## config.mk

```make
export PLATFORM = sky130hd
export DESIGN_NAME = gpb_bank
export DESIGN_NICKNAME = d
export VERILOG_FILES = /design/src/design/gpb_bank.v /design/src/design/gpb_in_qual.v
export VERILOG_INCLUDE_DIRS = /design/src /design/src/design
export SDC_FILE = /design/constraint.sdc
export NUM_CORES = 1
export LEC_CHECK = 0
export BUFFER_PORTS_ARGS = -buffer_cell sky130_fd_sc_hd__buf_2
export CORE_ASPECT_RATIO = 0.5
export CORE_MARGIN = 2
export CORE_UTILIZATION = 25
export CTS_CLUSTER_DIAMETER = 50
export DETAILED_ROUTE_END_ITERATION = 7
export SLEW_MARGIN = 15
export SYNTH_ARGS = -nofsm -noshare
export SYNTH_HDL_FRONTEND = slang
export SYNTH_HIERARCHICAL = 1
export SYNTH_SLANG_ARGS = --single-unit
export TNS_END_PERCENT = 30
```

## constraint.sdc

```tcl
create_clock -name ref_clk -period 9.3 [get_ports ref_clk]
set_input_delay 0.93 -clock ref_clk [delete_from_list [all_inputs] [get_ports ref_clk]]
set_output_delay 0.93 -clock ref_clk [all_outputs]
set_load 0.01 [all_outputs]
```

## src/design/gpb_regs.vh

```
`ifndef GPB_REGS_VH
`define GPB_REGS_VH

// register offsets, byte addresses on the plain register port
`define GPB_OFS_FUNC_SELECT   8'h00
`define GPB_OFS_GEN_CONTROL   8'h04
`define GPB_OFS_POLARITY      8'h08
`define GPB_OFS_EVENT_STATUS  8'h0C
`define GPB_OFS_PIN_LEVEL     8'h10
`define GPB_OFS_BLINK_SELECT  8'h14
`define GPB_OFS_IO_DIRECTION  8'h18
`define GPB_OFS_ROUTE         8'h1C
`define GPB_OFS_IRQ_MASK      8'h20

// implemented bit positions
`define GPB_IN_MASK           32'h0000_39BF
`define GPB_SEL_MASK          32'h0000_083F
`define GPB_OUT_MASK          32'h0003_0000
`define GPB_BIDIR_MASK        32'h1A00_0000
`define GPB_LEVEL_MASK        32'h1A03_0000
`define GPB_BLINK_MASK        32'h0200_0000
`define GPB_GC_MASK           32'h0200_0000

// field positions
`define GPB_GC_REQ5_BIT       25
`define GPB_PIN_GNT_A         16
`define GPB_PIN_GNT_B         17
`define GPB_PIN_IO25          25
`define GPB_PIN_IO27          27
`define GPB_PIN_IO28          28
`define GPB_SEL_ALERT_BIT     11

// reset values: every shared pin starts in its alternate function
`define GPB_RST_FUNC_SELECT   32'h0000_083F
`define GPB_RST_ZERO          32'h0000_0000

// route field codes, two bits per pin 0..15
`define GPB_ROUTE_MGMT        2'b01
`define GPB_ROUTE_CFG         2'b10

// timing
`define GPB_CLK_HZ            100000000
`define GPB_BUS_SAMPLE_HZ     33000000
`define GPB_RTC_SAMPLE_HZ     32768
`define GPB_BLINK_RTC_TICKS   16384

`endif

```

## src/design/gpb_bank.v

```verilog
`timescale 1ns/1ps
`include "gpb_regs.vh"
// Notes on behaviour
// - Function-select bit 0 turns input 0 into bus request A and output 16 into grant A.
// - Input 1 is bus request B when selected, or request 5 when general-control bit 25 is also set.
// - Function-select bits 2 to 5 turn inputs 2 to 5 into shared interrupt lines E to H.
// - Each implemented input-only pin shows its status in the event status bit of the same number.
// - Function-select bit 11 turns input 11 into the bus alert input.
// - Outputs 16 and 17 drive pin level bits 16 and 17 unless in their grant function.
// - Bidirectional pin 25 blinks its output while blink bit 25 and pin level bit 25 are both set.
// - Pin level bits 25, 27 and 28 drive the output and read back the sampled pin.
// - After reset every shared pin sits in its alternate function.
// - A status bit is set after two consecutive active samples and stays until cleared.
// - Inputs are sampled at the bus rate when awake and at the real-time rate in sleep.
// - A status bit cleared while its input is still active sets again with no new edge.
// - Pins 0 to 15 route to the management interrupt, the configuration interrupt, or neither.
module gpb_bank #(
    parameter BLINK_TICKS = `GPB_BLINK_RTC_TICKS
) (
    // clock and reset
    input  wire        ref_clk,
    input  wire        reset_n,
    // register port
    input  wire [7:0]  reg_addr,
    input  wire [31:0] reg_wdata,
    input  wire        reg_wr,
    input  wire        reg_rd,
    output wire [31:0] reg_rdata,
    // power state, high while in a sleep state
    input  wire        sleep_state,
    // input-only pins 0..13, position = pin number
    input  wire [13:0] gpi_pin,
    // output-only pins 16 and 17
    output wire [1:0]  gpo_pin,
    // bidirectional pins 25, 27, 28 (index 0, 1, 2)
    input  wire [2:0]  gpio_in,
    output wire [2:0]  gpio_out,
    output wire [2:0]  gpio_oe,
    // alternate functions towards the arbiter and interrupt logic
    output wire        bus_req_a_n,
    output wire        bus_req_b_n,
    output wire        bus_req_5_n,
    input  wire        bus_grant_a_n,
    input  wire        bus_grant_b_n,
    input  wire        bus_grant_5_n,
    output wire [3:0]  shared_interrupt_e_to_h_n,
    output wire        bus_alert_n,
    // interrupts
    output wire        management_interrupt,
    output wire        configuration_interrupt,
    output wire        irq
);

    // sampling dividers, rounded down so sampling is never slower than stated
    localparam integer BUS_DIV_I = `GPB_CLK_HZ / `GPB_BUS_SAMPLE_HZ;
    localparam integer RTC_DIV_I = `GPB_CLK_HZ / `GPB_RTC_SAMPLE_HZ;
    localparam [11:0]  BUS_DIV   = BUS_DIV_I[11:0];
    localparam [11:0]  RTC_DIV   = RTC_DIV_I[11:0];
    localparam integer BLINK_MAX_I = BLINK_TICKS - 1;
    localparam [15:0]  BLINK_MAX = BLINK_MAX_I[15:0];

    reg  [31:0] func_select_ff;
    reg  [31:0] gen_control_ff;
    reg  [31:0] polarity_ff;
    reg  [31:0] status_ff;
    reg  [31:0] level_ff;
    reg  [31:0] blink_ff;
    reg  [31:0] io_dir_ff;
    reg  [31:0] route_ff;
    reg  [31:0] irq_mask_ff;
    reg  [31:0] rdata_ff;
    reg  [31:0] nxt_rdata;
    reg  [31:0] nxt_status;
    reg  [11:0] bus_cnt_ff;
    reg  [11:0] rtc_cnt_ff;
    reg  [15:0] blink_cnt_ff;
    reg         blink_phase_ff;
    reg  [13:0] gpi_meta_ff;
    reg  [13:0] gpi_sync_ff;
    reg  [2:0]  gpio_meta_ff;
    reg  [2:0]  gpio_sync_ff;
    wire        bus_tick;
    wire        rtc_tick;
    wire        sample_en;
    wire [13:0] qualified;
    wire [31:0] set_vec;
    wire [31:0] level_rd;
    wire [15:0] mgmt_vec;
    wire [15:0] cfg_vec;
    wire        wr_sel;
    wire        wr_gc;
    wire        wr_pol;
    wire        wr_sts;
    wire        wr_lvl;
    wire        wr_blk;
    wire        wr_dir;
    wire        wr_route;
    wire        wr_mask;

    // two-flop synchronisers for every pin input
    always @(posedge ref_clk) begin
        if (!reset_n) begin
            gpi_meta_ff  <= 14'h0000;
            gpi_sync_ff  <= 14'h0000;
            gpio_meta_ff <= 3'h0;
            gpio_sync_ff <= 3'h0;
        end else begin
            gpi_meta_ff  <= gpi_pin;
            gpi_sync_ff  <= gpi_meta_ff;
            gpio_meta_ff <= gpio_in;
            gpio_sync_ff <= gpio_meta_ff;
        end
    end

    // bus-rate and real-time-rate tick dividers, both free running
    always @(posedge ref_clk) begin
        if (!reset_n) begin
            bus_cnt_ff <= 12'h000;
            rtc_cnt_ff <= 12'h000;
        end else begin
            bus_cnt_ff <= (bus_cnt_ff == BUS_DIV - 12'h001) ? 12'h000 : bus_cnt_ff + 12'h001;
            rtc_cnt_ff <= (rtc_cnt_ff == RTC_DIV - 12'h001) ? 12'h000 : rtc_cnt_ff + 12'h001;
        end
    end

    assign bus_tick = (bus_cnt_ff == 12'h000);
    assign rtc_tick = (rtc_cnt_ff == 12'h000);

    // sleep slows sampling, so short pulses are only caught while awake
    assign sample_en = sleep_state ? rtc_tick : bus_tick;

    // blink phase runs off the real-time tick so it keeps going in sleep
    always @(posedge ref_clk) begin
        if (!reset_n) begin
            blink_cnt_ff   <= 16'h0000;
            blink_phase_ff <= 1'b0;
        end else if (rtc_tick) begin
            if (blink_cnt_ff == BLINK_MAX) begin
                blink_cnt_ff   <= 16'h0000;
                blink_phase_ff <= ~blink_phase_ff;
            end else begin
                blink_cnt_ff <= blink_cnt_ff + 16'h0001;
            end
        end
    end

    // one qualifier per implemented input position; unimplemented positions stay idle
    genvar gi;
    generate
        for (gi = 0; gi < 14; gi = gi + 1) begin : g_in
            if (((`GPB_IN_MASK >> gi) & 1) != 0) begin : g_impl
                gpb_in_qual u_qual (
                    .ref_clk   (ref_clk),
                    .reset_n   (reset_n),
                    .sample_en (sample_en),
                    .pin_sync  (gpi_sync_ff[gi]),
                    .invert    (polarity_ff[gi]),
                    .qualified (qualified[gi])
                );
            end else begin : g_none
                assign qualified[gi] = 1'b0;
            end
        end
    endgenerate

    assign set_vec = {18'h0_0000, qualified} & `GPB_IN_MASK;

    // routing: one two-bit code per pin, so a pin cannot reach both outputs
    generate
        for (gi = 0; gi < 16; gi = gi + 1) begin : g_route
            assign mgmt_vec[gi] = status_ff[gi] & (route_ff[2*gi+1:2*gi] == `GPB_ROUTE_MGMT);
            assign cfg_vec[gi]  = status_ff[gi] & (route_ff[2*gi+1:2*gi] == `GPB_ROUTE_CFG);
        end
    endgenerate

    assign management_interrupt    = |mgmt_vec;
    assign configuration_interrupt = |cfg_vec;
    assign irq                     = |(status_ff & irq_mask_ff);

    // write decode
    assign wr_sel   = reg_wr & (reg_addr == `GPB_OFS_FUNC_SELECT);
    assign wr_gc    = reg_wr & (reg_addr == `GPB_OFS_GEN_CONTROL);
    assign wr_pol   = reg_wr & (reg_addr == `GPB_OFS_POLARITY);
    assign wr_sts   = reg_wr & (reg_addr == `GPB_OFS_EVENT_STATUS);
    assign wr_lvl   = reg_wr & (reg_addr == `GPB_OFS_PIN_LEVEL);
    assign wr_blk   = reg_wr & (reg_addr == `GPB_OFS_BLINK_SELECT);
    assign wr_dir   = reg_wr & (reg_addr == `GPB_OFS_IO_DIRECTION);
    assign wr_route = reg_wr & (reg_addr == `GPB_OFS_ROUTE);
    assign wr_mask  = reg_wr & (reg_addr == `GPB_OFS_IRQ_MASK);

    // sticky status: set wins over a same-cycle clear, so an active input re-sets
    always @* begin
        nxt_status = status_ff;
        if (wr_sts) begin
            nxt_status = nxt_status & ~reg_wdata;
        end
        nxt_status = (nxt_status | set_vec) & `GPB_IN_MASK;
    end

    // control registers; only implemented bits can be written, save the route register, which takes every bit
    always @(posedge ref_clk) begin
        if (!reset_n) begin
            func_select_ff <= `GPB_RST_FUNC_SELECT;
            gen_control_ff <= `GPB_RST_ZERO;
            polarity_ff    <= `GPB_RST_ZERO;
            status_ff      <= `GPB_RST_ZERO;
            level_ff       <= `GPB_RST_ZERO;
            blink_ff       <= `GPB_RST_ZERO;
            io_dir_ff      <= `GPB_RST_ZERO;
            route_ff       <= `GPB_RST_ZERO;
            irq_mask_ff    <= `GPB_RST_ZERO;
        end else begin
            status_ff <= nxt_status;
            if (wr_sel) begin
                func_select_ff <= reg_wdata & `GPB_SEL_MASK;
            end
            if (wr_gc) begin
                gen_control_ff <= reg_wdata & `GPB_GC_MASK;
            end
            if (wr_pol) begin
                polarity_ff <= reg_wdata & `GPB_IN_MASK;
            end
            if (wr_lvl) begin
                level_ff <= reg_wdata & `GPB_LEVEL_MASK;
            end
            if (wr_blk) begin
                blink_ff <= reg_wdata & `GPB_BLINK_MASK;
            end
            if (wr_dir) begin
                io_dir_ff <= reg_wdata & `GPB_BIDIR_MASK;
            end
            if (wr_route) begin
                route_ff <= reg_wdata;
            end
            if (wr_mask) begin
                irq_mask_ff <= reg_wdata & `GPB_IN_MASK;
            end
        end
    end

    // bidir positions read the sampled pin instead of the stored drive value
    assign level_rd = (level_ff & `GPB_OUT_MASK)
                    | ({3'b000, gpio_sync_ff[2], gpio_sync_ff[1], 1'b0, gpio_sync_ff[0], 25'h000_0000});

    // read mux, answered one cycle after the strobe; unmapped reads give zero
    always @* begin
        nxt_rdata = 32'h0000_0000;
        case (reg_addr)
            `GPB_OFS_FUNC_SELECT:  nxt_rdata = func_select_ff;
            `GPB_OFS_GEN_CONTROL:  nxt_rdata = gen_control_ff;
            `GPB_OFS_POLARITY:     nxt_rdata = polarity_ff;
            `GPB_OFS_EVENT_STATUS: nxt_rdata = status_ff;
            `GPB_OFS_PIN_LEVEL:    nxt_rdata = level_rd;
            `GPB_OFS_BLINK_SELECT: nxt_rdata = blink_ff;
            `GPB_OFS_IO_DIRECTION: nxt_rdata = io_dir_ff;
            `GPB_OFS_ROUTE:        nxt_rdata = route_ff;
            `GPB_OFS_IRQ_MASK:     nxt_rdata = irq_mask_ff;
            default:               nxt_rdata = 32'h0000_0000;
        endcase
    end

    // read data stands only in the cycle after the read strobe
    always @(posedge ref_clk) begin
        if (!reset_n) begin
            rdata_ff <= 32'h0000_0000;
        end else if (reg_rd) begin
            rdata_ff <= nxt_rdata;
        end else begin
            rdata_ff <= 32'h0000_0000;
        end
    end

    assign reg_rdata = rdata_ff;

    // request and interrupt alternates pass the synchronised pin, idle high otherwise
    assign bus_req_a_n = func_select_ff[0] ? gpi_sync_ff[0] : 1'b1;
    assign bus_req_b_n = (func_select_ff[1] & ~gen_control_ff[`GPB_GC_REQ5_BIT]) ? gpi_sync_ff[1] : 1'b1;
    assign bus_req_5_n = (func_select_ff[1] & gen_control_ff[`GPB_GC_REQ5_BIT]) ? gpi_sync_ff[1] : 1'b1;

    generate
        for (gi = 0; gi < 4; gi = gi + 1) begin : g_shint
            assign shared_interrupt_e_to_h_n[gi] = func_select_ff[gi+2] ? gpi_sync_ff[gi+2] : 1'b1;
        end
    endgenerate

    assign bus_alert_n = func_select_ff[`GPB_SEL_ALERT_BIT] ? gpi_sync_ff[11] : 1'b1;

    // output pins: grant in alternate mode, pin level bit otherwise
    assign gpo_pin[0] = func_select_ff[0] ? bus_grant_a_n : level_ff[`GPB_PIN_GNT_A];
    assign gpo_pin[1] = func_select_ff[1]
                      ? (gen_control_ff[`GPB_GC_REQ5_BIT] ? bus_grant_5_n : bus_grant_b_n)
                      : level_ff[`GPB_PIN_GNT_B];

    // bidirectional drive; blink forces the low half of each blink period
    assign gpio_out[0] = level_ff[`GPB_PIN_IO25] & ~(blink_ff[`GPB_PIN_IO25] & blink_phase_ff);
    assign gpio_out[1] = level_ff[`GPB_PIN_IO27];
    assign gpio_out[2] = level_ff[`GPB_PIN_IO28];
    assign gpio_oe[0]  = io_dir_ff[`GPB_PIN_IO25];
    assign gpio_oe[1]  = io_dir_ff[`GPB_PIN_IO27];
    assign gpio_oe[2]  = io_dir_ff[`GPB_PIN_IO28];

endmodule

```

## src/design/gpb_in_qual.v

```verilog
`timescale 1ns/1ps
// polarity and two-sample qualifier for one already synchronised input
module gpb_in_qual (
    // clock and reset
    input  wire ref_clk,
    input  wire reset_n,
    // sampling
    input  wire sample_en,
    input  wire pin_sync,
    input  wire invert,
    // result
    output wire qualified
);

    reg prev_ff;
    reg qual_ff;
    wire active;

    // polarity bit chooses which level counts as active
    assign active = pin_sync ^ invert;

    // two consecutive sampling clocks must see the input active
    always @(posedge ref_clk) begin
        if (!reset_n) begin
            prev_ff <= 1'b0;
            qual_ff <= 1'b0;
        end else if (sample_en) begin
            prev_ff <= active;
            qual_ff <= active & prev_ff;
        end
    end

    assign qualified = qual_ff;

endmodule

```

==> impl_results.md, run 1 <==
- Setup violators final: 0
- H-tree Lvls: 1
- Final worst path period share: 0.2923
- WP data required: 9.74 ns
- Library cells used by synthesis: 56
- CP Cell Sequence: buf_2 -> buf_4 -> nor4bb_1 -> nand4_1 -> nor2_1 -> and2_1
- Post-Synth XOR/XNOR Area: 0.03393
- Wirelength per Cell: 15.39 um
- Root buf cell: clkbuf_16
- Die Ht: 132.5 um
- Setup Crit Path Kind: in2reg
- CTS tree: yes
- Flop pwr share: 0.483
- Clock sinks: 205
- Die W: 261.1 um
- RSZ-0062 raised after global routing: false
- Hold Startpoint: gpio_meta_ff[2]
- Synth Area in Compound Gates: 0.1241
- Clk buf depth: 3
- Synth area leaders: dfxtp_1 50%, mux2i_1 5.1%, nand2_1 4.8%
- First-pass GRT wire length: 34.82 mm
- Slowest stage delay, CP: 0.79 ns
- GP Congestion: 0.8329
- Syn_nets: 959
- Rows: 46
- Setup WS post-layout: 6.582 ns
- Max Freq: 0.3679 GHz
- Clock share of power: 0.461
- Fill cells: 3341
- Vias in the first global route: 6491
- Largest family of logic cells by synthesized area: simple AND/OR/NAND/NOR gates
- Grt total ovfl: 0
- Clk slew on worst S/H paths: 0.07 ns
- Finished Layout Cells: 1438
- Yosys top cell by area: dfxtp_1
- Worst Tran Pin Value: 1.058 ns
- Yosys reg bits: 205
- Slowest-stage cell, CP: nor2_1
- TritonCTS Buffers: 23
- Num ports: 116
- Total Power: 1.889 mW
- NetSw: 434.5 uW
- Initial antenna violation count: 1
- Setup Buffers After CTS: 0
- Clock period minus worst slack: 2.718 ns
- Fin Setup TNS: 0 ns
- Worst-skew pair later-pin latency: 0.50 ns
- Post-DRT Antenna Nets: 0
- HPWL Detailed: 15.56 mm
- Vias per cell: 4.688
- EDFF count, synth: 0
- Clock Skew: 0.01482 ns
- Top post-synthesis cells by count: 205 x dfxtp_1, 106 x nand2_1, 74 x nor2_1
- Rel. slew slack: 0.2896
- Reg2reg start: rtc_cnt_ff[0]
- Final Hold Viols: 0
- Async SR Flop Fraction: 0
- Leakage Power: 3.795 nW
- Place WS: 6.020 ns
- Worst VDD drop: 0.09387 mV
- Syn Inst Count: 887
- Post-synthesis simple-gate area fraction: 0.2349
- Synth Area in Adders: 0.01060
- Synth Cell Area: 8260 um^2
- DIE AREA: 34600 um^2
- Max Cap Viol: 0
- Tightest Hold Check Type: reg2reg
- CP arrival: 3.16 ns
- Cells after DPL: 1397
- Core area: 32120 um^2
- Most common cell in the netlist: dfxtp_1
- Internal power: 1.455 mW
- Power Dens Cells: 189.8 nW/um^2
- Register area share after synthesis: 0.4968
- NumNets Final: 1062
- Cts repair resizes: 0
- WP buf/inv: 2
- DR vias: 6742
- Area share of the largest cell type after synthesis: 0.4968
- Layout cell share with drive strength beyond 1: 0.1831
- Critical path's top delay family: simple AND/OR/NAND/NOR gates
- Switching Share: 0.2300
- DRC Markers: 0
- Critical Path Fanout Max: 49
- TritonRoute pass-1 iters: 6
- Hold-fix buffers, CTS: 0
- Critical path startpoint: reset_n
- Pin count of the biggest net entering global routing: 71
- Core Util, Final: 0.3100
- Most used DFF post-synth: dfxtp_1
- Area Overhead vs Synth: 20.52%
- Mux cell area share after synthesis: 0.06998
- Starting density of the core: 0.2572
- Total GRT Usage: 0.1232
- Status: finished, final reports clean
- CP Capture Type: register
- Gate power share: 0.056
- Fin. max-slew vios: 0
- Crit path launch type: input pin
- IO Port Bufs: 112
- Avg Inst Size Synth: 9.313 um^2
- Warnings, synthesis: 6
- DRT Wirelength: 22.14 mm
- DRT iter0 DRCs: 522
-- power groups by stage --
stage | registers, mW | logic, mW | clock network (mW)
after floorplan | 0.928 | 0.0677 | 0
after global placement | 0.932 | 0.104 | 0
after detailed placement | 0.933 | 0.106 | 0
after CTS | 0.913 | 0.106 | 0.892
after global routing | 0.916 | 0.118 | 0.927
final | 0.913 | 0.105 | 0.871
-- sequential cells by signal, indices dropped and copies added, names as in the netlist, 12 cells and up --
name,count
route_ff,32
rtc_cnt_ff,12
bus_cnt_ff,12
blink_cnt_ff,16
reg_rdata,32
-- metrics by stage --
step           hold WS [ns]  cell area [um^2]
2_1_floorplan        0.4119              8260
5_1_grt              0.4441              9956
4_1_cts              0.4273              9953
6_report             0.4140              9956
3_5_place_dp         0.4169              9230
3_3_place_gp         0.4174              9225
-- final timing paths --
path | endpoint | slack (ns) | depth (start not counted)
setup / recovery | reg_rdata[10] | 6.58 | 6
hold / removal | gpio_sync_ff[2] | 0.41 | 1
setup reg to reg | g_in[11].g_impl.u_qual/prev_ff | 6.95 | 8
hold reg to reg | gpio_sync_ff[2] | 0.41 | 1
-- layer usage --
metal	vias to the layer above	global-route usage	share of wire
li1	3318	-	-
met1	3227	0.1525	0.44
met2	154	0.2200	0.50
met3	43	0.01686	0.040
met4	0	0.04009	0.028
met5	-	0	0
-- worst reg2reg max path: stages (launching register included) --
cell     delay (ns)
dfxtp_1        0.34
inv_1          0.09
ha_1           0.14
nor4b_2        0.34
nand3_1        0.45
o21ai_2        0.25
buf_4          0.37
o21ai_0        0.17
a21oi_1        0.14
-- area by class of cell --
type | count | area, um^2 | share of cell area
Clock inverter | 7 | 70.07 | 0.007038
Inverter | 12 | 45.04 | 0.004524
Sequential cell | 205 | 4104 | 0.4122
Clock buffer | 33 | 653.1 | 0.06560
Tap cell | 432 | 540.5 | 0.05429
Antenna cell | 1 | 2.502 | 0.0002514
Timing Repair Buffer | 120 | 620.6 | 0.06234
Multi-Input combinational cell | 628 | 3920 | 0.3937
-- cell families (layout without fill, tap and decap cells) --
kind of cell	count (synthesis)	after routing
AO/OA/AOI/OAI	166	166
XOR/XNOR	32	32
adder cells (fa/ha/maj)	7	7
buffers and inverters	54	172
flip-flops	205	205
multiplexers	56	56
other	0	1
AND/OR/NAND/NOR	367	367
-- cells in the final DEF (no fill, tap or decap), types with 12 or more instances in the layout --
master     instances
o21ai_0           18
nand3b_1          24
a21oi_1           65
a21boi_0          12
clkbuf_16         23
buf_2            112
nand2_1          106
nand4_1           16
and2_1            48
nand3_1           31
dfxtp_1          205
nor2_1            74
mux2_2            14
xnor2_1           23
o21ai_1           12
mux2i_1           42
a22oi_1           16
Note: power is estimated with default switching activity, not from simulation.
==> inputs of run 2 (changes only) <==
clock period = 2.7 ns   (was 9.3 ns; I/O delays follow)
==> run 2 against run 1 <==
Compared with the run above: critical endpoint is now g_in[2].g_impl.u_qual/prev_ff; combinational power rose to 3.8 times the previous value; non-clock buffer count grew 29; largest cell class unchanged; core utilization up 1.3 points; register-to-register slack got worse by 6.5 ns; sequential cell count stayed put; worst hold slack worse by 0.41 ns; final cell count grew 2.4%; clock power grew to 4.0 times the previous value; critical path depth up 2; die area stayed put.
==> impl_results.md, run 2 (synthesis results as in run 1) <==
- Worst-skew pair later-pin latency: 0.50 ns (about the same)
- Fin Setup TNS: 0 ns (unchanged)
- Total Power: 7.036 mW (was 1.889 mW)
- IO Port Bufs: 112 (unchanged)
- Vias per cell: 4.733 (was 4.688)
- WP data required: 3.13 ns (was 9.74 ns)
- Most frequent cells in the layout: 205 x dfxtp_1, 112 x buf_2, 106 x nand2_1, 74 x nor2_1, 65 x a21oi_1 (unchanged)
- DIE AREA: 34600 um^2 (unchanged)
- H-tree Lvls: 1 (unchanged)
- GP Congestion: 0.8118 (was 0.8329)
- Initial antenna violation count: 2 (was 1)
- DRT Wirelength: 22.26 mm (was 22.14 mm)
- CP Capture Type: register (unchanged)
- Status: finished, final reports clean (unchanged)
- Pin count of the biggest net entering global routing: 80 (was 71)
- CTS tree: yes (unchanged)
- Commonest non-fill, non-tap cell in the layout: dfxtp_1 (unchanged)
- CP arrival: 2.72 ns (was 3.16 ns)
- Tightest Hold Check Type: in2reg (was reg2reg)
- Num ports: 116 (unchanged)
- Setup violators final: 0 (unchanged)
- Vias in the first global route: 6800 (was 6491)
- DRT iter0 DRCs: 492 (was 522)
- Crit path launch type: register (was input pin)
- Grt total ovfl: 0 (unchanged)
- Die W: 261.1 um (unchanged)
- Max Cap Viol: 0 (unchanged)
- Critical Path Fanout Max: 44 (was 49)
- Post-DRT Antenna Nets: 0 (unchanged)
- Clock sinks: 205 (unchanged)
- Clk buf depth: 3 (unchanged)
- DR vias: 6971 (was 6742)
- Fin. max-slew vios: 0 (unchanged)
- Total GRT Usage: 0.1261 (was 0.1232)
- First-pass GRT wire length: 35.74 mm (was 34.82 mm)
- Rows: 46 (unchanged)
- HPWL Detailed: 15.55 mm (was 15.56 mm)
- RSZ-0062 raised after global routing: false (unchanged)
- Rel. slew slack: 0.4503 (was 0.2896)
- TritonCTS Buffers: 25 (was 23)
- Setup Crit Path Kind: reg2reg (was in2reg)
- Max Freq: 0.4370 GHz
- Worst VDD drop: 0.3737 mV (was 0.09387 mV)
- Die Ht: 132.5 um (unchanged)
- Clk slew on worst S/H paths: 0.06 ns (was 0.07 ns)
- Area Overhead vs Synth: 25.75% (was 20.52%)
- Final worst path period share: 0.8475
- Layout cell share with drive strength beyond 1: 0.1954 (was 0.1831)
- TritonRoute pass-1 iters: 5 (was 6)
- Final Hold Viols: 0 (unchanged)
- DRC Markers: 0 (unchanged)
- Clock period minus worst slack: 2.288 ns
- Worst Tran Pin Value: 0.8196 ns (was 1.058 ns)
- NumNets Final: 1093 (was 1062)
- Starting density of the core: 0.2572 (unchanged)
- Root buf cell: clkbuf_16 (unchanged)
- Clock Skew: 0.009133 ns (was 0.01482 ns)
- Power Dens Cells: 677.4 nW/um^2 (was 189.8 nW/um^2)
- R2R Setup Slk: 0.41 ns (was 6.95 ns)
- Leakage Power: 3.996 nW (was 3.795 nW)
- Wirelength per Cell: 15.11 um (was 15.39 um)
- Core area: 32120 um^2 (unchanged)
==> run 2: cell types whose count changed in the layout (fill, tap and decap cells not counted), moves of 2 or more <==
cell and delta:
clkbuf_1 -4, inv_8 +2, clkbuf_16 +2, clkinvlp_4 +3
buf_4 +9, clkbuf_8 -2, dlygate4sd3_1 +19, bufinv_16 +3
==> run 2: final cells by class <==
class | instances | area (um^2)
clock inverters | 16 | 214.0
inverters | 12 | 45.04
diodes | 2 | 5.005
flip-flops and latches | 205 | 4104
clock buffers | 29 | 660.6
fillers | 3326 | 21730
repair buffers | 149 | 898.4
multi-input cells | 628 | 3920
well taps | 432 | 540.5
==> run 2: path summary, 6_finish.rpt <==
kind / from / end / depth (start not counted)
max reg2reg: rtc_cnt_ff[0] / g_in[2].g_impl.u_qual/prev_ff / 8
min: reg_wdata[6] / route_ff[6] / 3
min reg2reg: gpi_meta_ff[11] / gpi_sync_ff[11] / 1
max: rtc_cnt_ff[0] / g_in[2].g_impl.u_qual/prev_ff / 8
==> run 2: timing repair <==
| item | in CTS | in global routing |
|---|---|---|
| gates resized for setup | 0 | 0 |
| hold endpoints to repair | 19 | 0 |
| setup buffers | 0 | 0 |
| hold buffers | 19 | 0 |
==> run 2: metrics by stage <==
stage / utilization / setup WS [ns] / area [um^2] / cells / hold slack [ns]
5_1_grt: 0.3234 / 0.1182 / 10390 / 1473 / 0.01200
3_3_place_gp: 0.2900 / 0.4587 / 9313 / 1407 / 0.4169
6_report: 0.3234 / 0.4119 / 10390 / 1473 / 0.005648
3_5_place_dp: 0.2901 / 0.4058 / 9318 / 1407 / 0.4187
4_1_cts: 0.3233 / 0.3989 / 10380 / 1471 / 0.0008651
2_1_floorplan: - / 0.4019 / 8264 / 887 / 0.3973
==> run 2: layer usage <==
layer / vias up / share of wire / global-route usage
met5: - / 0 / 0
met4: 0 / 0.018 / 0.03851
met3: 32 / 0.043 / 0.01992
met2: 155 / 0.51 / 0.2266
met1: 3386 / 0.43 / 0.1543
li1: 3398 / - / -
==> run 2: worst max-delay path, cell delays in order (launching register included) <==
cell	delay (ns)
dfxtp_1	0.34
inv_1	0.10
ha_1	0.15
nor4b_2	0.34
nand3_1	0.46
o21ai_2	0.32
buf_12	0.22
o21ai_0	0.11
a21oi_1	0.16
==> run 2: power by group <==
part / total (mW) / internal [mW] / switching, mW / leakage, nW
Combinational: 0.398 / 0.167 / 0.231 / 1.92
Sequential: 3.15 / 3.09 / 0.0507 / 1.66
Clock: 3.49 / 2.16 / 1.33 / 0.419
==> inputs of run 3 (changes only) <==
clock period = 2.05 ns   (was 2.7 ns; I/O delays follow)
==> run 3 against run 2 <==
Compared with the run above: design area grew 3.8%; sequential power grew 31%; non-clock buffer count grew 47; core utilization grew 1.2 points; critical path depth shrank 1; highest routed layer unchanged; largest power group is now registers; critical path type unchanged; critical endpoint is now g_in[1].g_impl.u_qual/prev_ff; register-to-register slack lost 0.36 ns.
==> impl_results.md, run 3 (synthesis results as in run 1) <==
- Status: finished, final reports clean (unchanged)
- Worst Tran Pin Value: 0.4811 ns (was 0.8196 ns)
- NumNets Final: 1138 (was 1093)
- DR vias: 7050 (was 6971)
- Most frequent cells in the layout: 205 x dfxtp_1, 112 x buf_2, 106 x nand2_1, 74 x nor2_1, 65 x a21oi_1 (unchanged)
- Leakage Power: 4.184 nW (was 3.996 nW)
- Critical Path Fanout Max: 16 (was 44)
- TritonCTS Buffers: 23 (was 25)
- Wirelength per Cell: 15.19 um (was 15.11 um)
- Final worst path period share: 0.9765 (was 0.8475)
- Initial antenna violation count: 0 (was 2)
- TritonRoute pass-1 iters: 5 (unchanged)
- Rel. slew slack: 0.6748 (was 0.4503)
- Rows: 46 (unchanged)
- Slowest-stage cell, CP: or4_4 (was nand3_1)
- Fin. max-slew vios: 0 (unchanged)
- Clock sinks: 205 (unchanged)
- Cells after DPL: 1427 (was 1407)
- Clk buf depth: 3 (unchanged)
- Starting density of the core: 0.2572 (unchanged)
- DRC Markers: 0 (unchanged)
- Post-DRT Antenna Nets: 0 (unchanged)
- GP Congestion: 0.8249 (was 0.8118)
- Worst VDD drop: 0.4168 mV (was 0.3737 mV)
- Fin Setup TNS: 0 ns (unchanged)
- DRT Wirelength: 22.98 mm (was 22.26 mm)
- Power Dens Cells: 820.3 nW/um^2 (was 677.4 nW/um^2)
- HPWL Detailed: 15.95 mm (was 15.55 mm)
- Crit path launch type: register (unchanged)
- Max Freq: 0.4995 GHz (was 0.4370 GHz)
- Final hold slack: 0.01848 ns (was 0.005648 ns)
- Final Hold Viols: 0 (unchanged)
- Max Cap Viol: 0 (unchanged)
- CTS tree: yes (unchanged)
- Setup violators final: 0 (unchanged)
- Vias in the first global route: 6910 (was 6800)
- Total Power: 8.846 mW (was 7.036 mW)
- Worst-skew pair later-pin latency: 0.50 ns (about the same)
- Clk slew on worst S/H paths: 0.06 ns (about the same)
- CP Cell Sequence: or4_4 -> nor4_4 -> nand3_2 -> o21ai_4 -> clkbuf_16 -> o21ai_0 -> a21oi_1 (was inv_1 -> ha_1 -> nor4b_2 -> nand3_1 -> o21ai_2 -> buf_12 -> o21ai_0 -> a21oi_1)
- Slowest stage delay, CP: 0.57 ns (was 0.46 ns)
- H-tree Lvls: 1 (unchanged)
- CP arrival: 2.44 ns (was 2.72 ns)
- DRT iter0 DRCs: 525 (was 492)
- DIE AREA: 34600 um^2 (unchanged)
- Layout cell share with drive strength beyond 1: 0.2035 (was 0.1954)
- Fill cells: 3319 (was 3326)
- Num ports: 116 (unchanged)
- IO Port Bufs: 112 (unchanged)
- Finished Layout Cells: 1513 (was 1473)
- Pin count of the biggest net entering global routing: 87 (was 80)
- Vias per cell: 4.660 (was 4.733)
- Die Ht: 132.5 um (unchanged)
- Design Area, Final: 10780 um^2 (was 10390 um^2)
- Commonest non-fill, non-tap cell in the layout: dfxtp_1 (unchanged)
- Core area: 32120 um^2 (unchanged)
- Root buf cell: clkbuf_16 (unchanged)
- Tightest Hold Check Type: in2reg (unchanged)
- First-pass GRT wire length: 36.51 mm (was 35.74 mm)
- Area Overhead vs Synth: 30.55% (was 25.75%)
- Setup Crit Path Kind: reg2reg (unchanged)
- Total GRT Usage: 0.1295 (was 0.1261)
- DP Area: 9495 um^2 (was 9318 um^2)
- WP data required: 2.49 ns (was 3.13 ns)
- Diodes inserted: 0 (was 2)
- Die W: 261.1 um (unchanged)
- Clock period minus worst slack: 2.002 ns (was 2.288 ns)
- Grt total ovfl: 0 (unchanged)
- CP Capture Type: register (unchanged)
- Clock Skew: 0.01534 ns (was 0.009133 ns)
==> run 3: final timing paths <==
kind / cells after the start / startpoint / endpoint / slack, ns
setup / recovery: 7 / bus_cnt_ff[9] / g_in[1].g_impl.u_qual/prev_ff / 0.05
hold / removal: 3 / reg_wdata[3] / route_ff[3] / 0.02
setup reg to reg: 7 / bus_cnt_ff[9] / g_in[1].g_impl.u_qual/prev_ff / 0.05
hold reg to reg: 1 / gpi_meta_ff[12] / gpi_sync_ff[12] / 0.43
==> run 3: stage by stage <==
step	util	worst slack, ns
6_report	0.3358	0.04809
5_1_grt	0.3358	-0.06193
4_1_cts	0.3323	0.06476
3_5_place_dp	0.2957	0.08651
3_3_place_gp	0.2957	0.1086
2_1_floorplan	-	0.01471
==> run 3: routing by layer <==
metal | up-vias | global-route usage | routed length, um
met3 | 42 | 0.01992 | 958
met5 | - | 0 | 0
met4 | 0 | 0.03662 | 502
li1 | 3471 | - | -
met1 | 3392 | 0.1599 | 9768
met2 | 145 | 0.2327 | 11750
==> run 3: cell type report <==
| cell class | instances | area, um^2 | area share |
|---|---|---|---|
| Sequential cell | 205 | 4104 | 0.3806 |
| Multi-Input combinational cell | 628 | 3981 | 0.3692 |
| Timing Repair Buffer | 196 | 1378 | 0.1277 |
| Clock buffer | 28 | 604.3 | 0.05604 |
| Tap cell | 432 | 540.5 | 0.05012 |
| Clock inverter | 12 | 131.4 | 0.01218 |
| Inverter | 12 | 45.04 | 0.004177 |
==> run 3: timing repair <==
action	in CTS	in global routing
resized for setup	0	9
hold buffers	44	0
buffers inserted	0	0
setup endpoints to repair	0	25
hold endpoints to repair	54	0
==> run 3: power by group <==
group | switching, mW | internal (mW)
logic | 0.353 | 0.327
clock network | 1.66 | 2.37
registers | 0.0664 | 4.08
==> run 3: critical path: cells and delay by family, from the launching register on <==
family	cells	cell delay [ns]
buffers and inverters	1	0.25
AOI/OAI and AO/OA	3	0.38
and+or+nand+nor	3	0.96
DFF	1	0.35
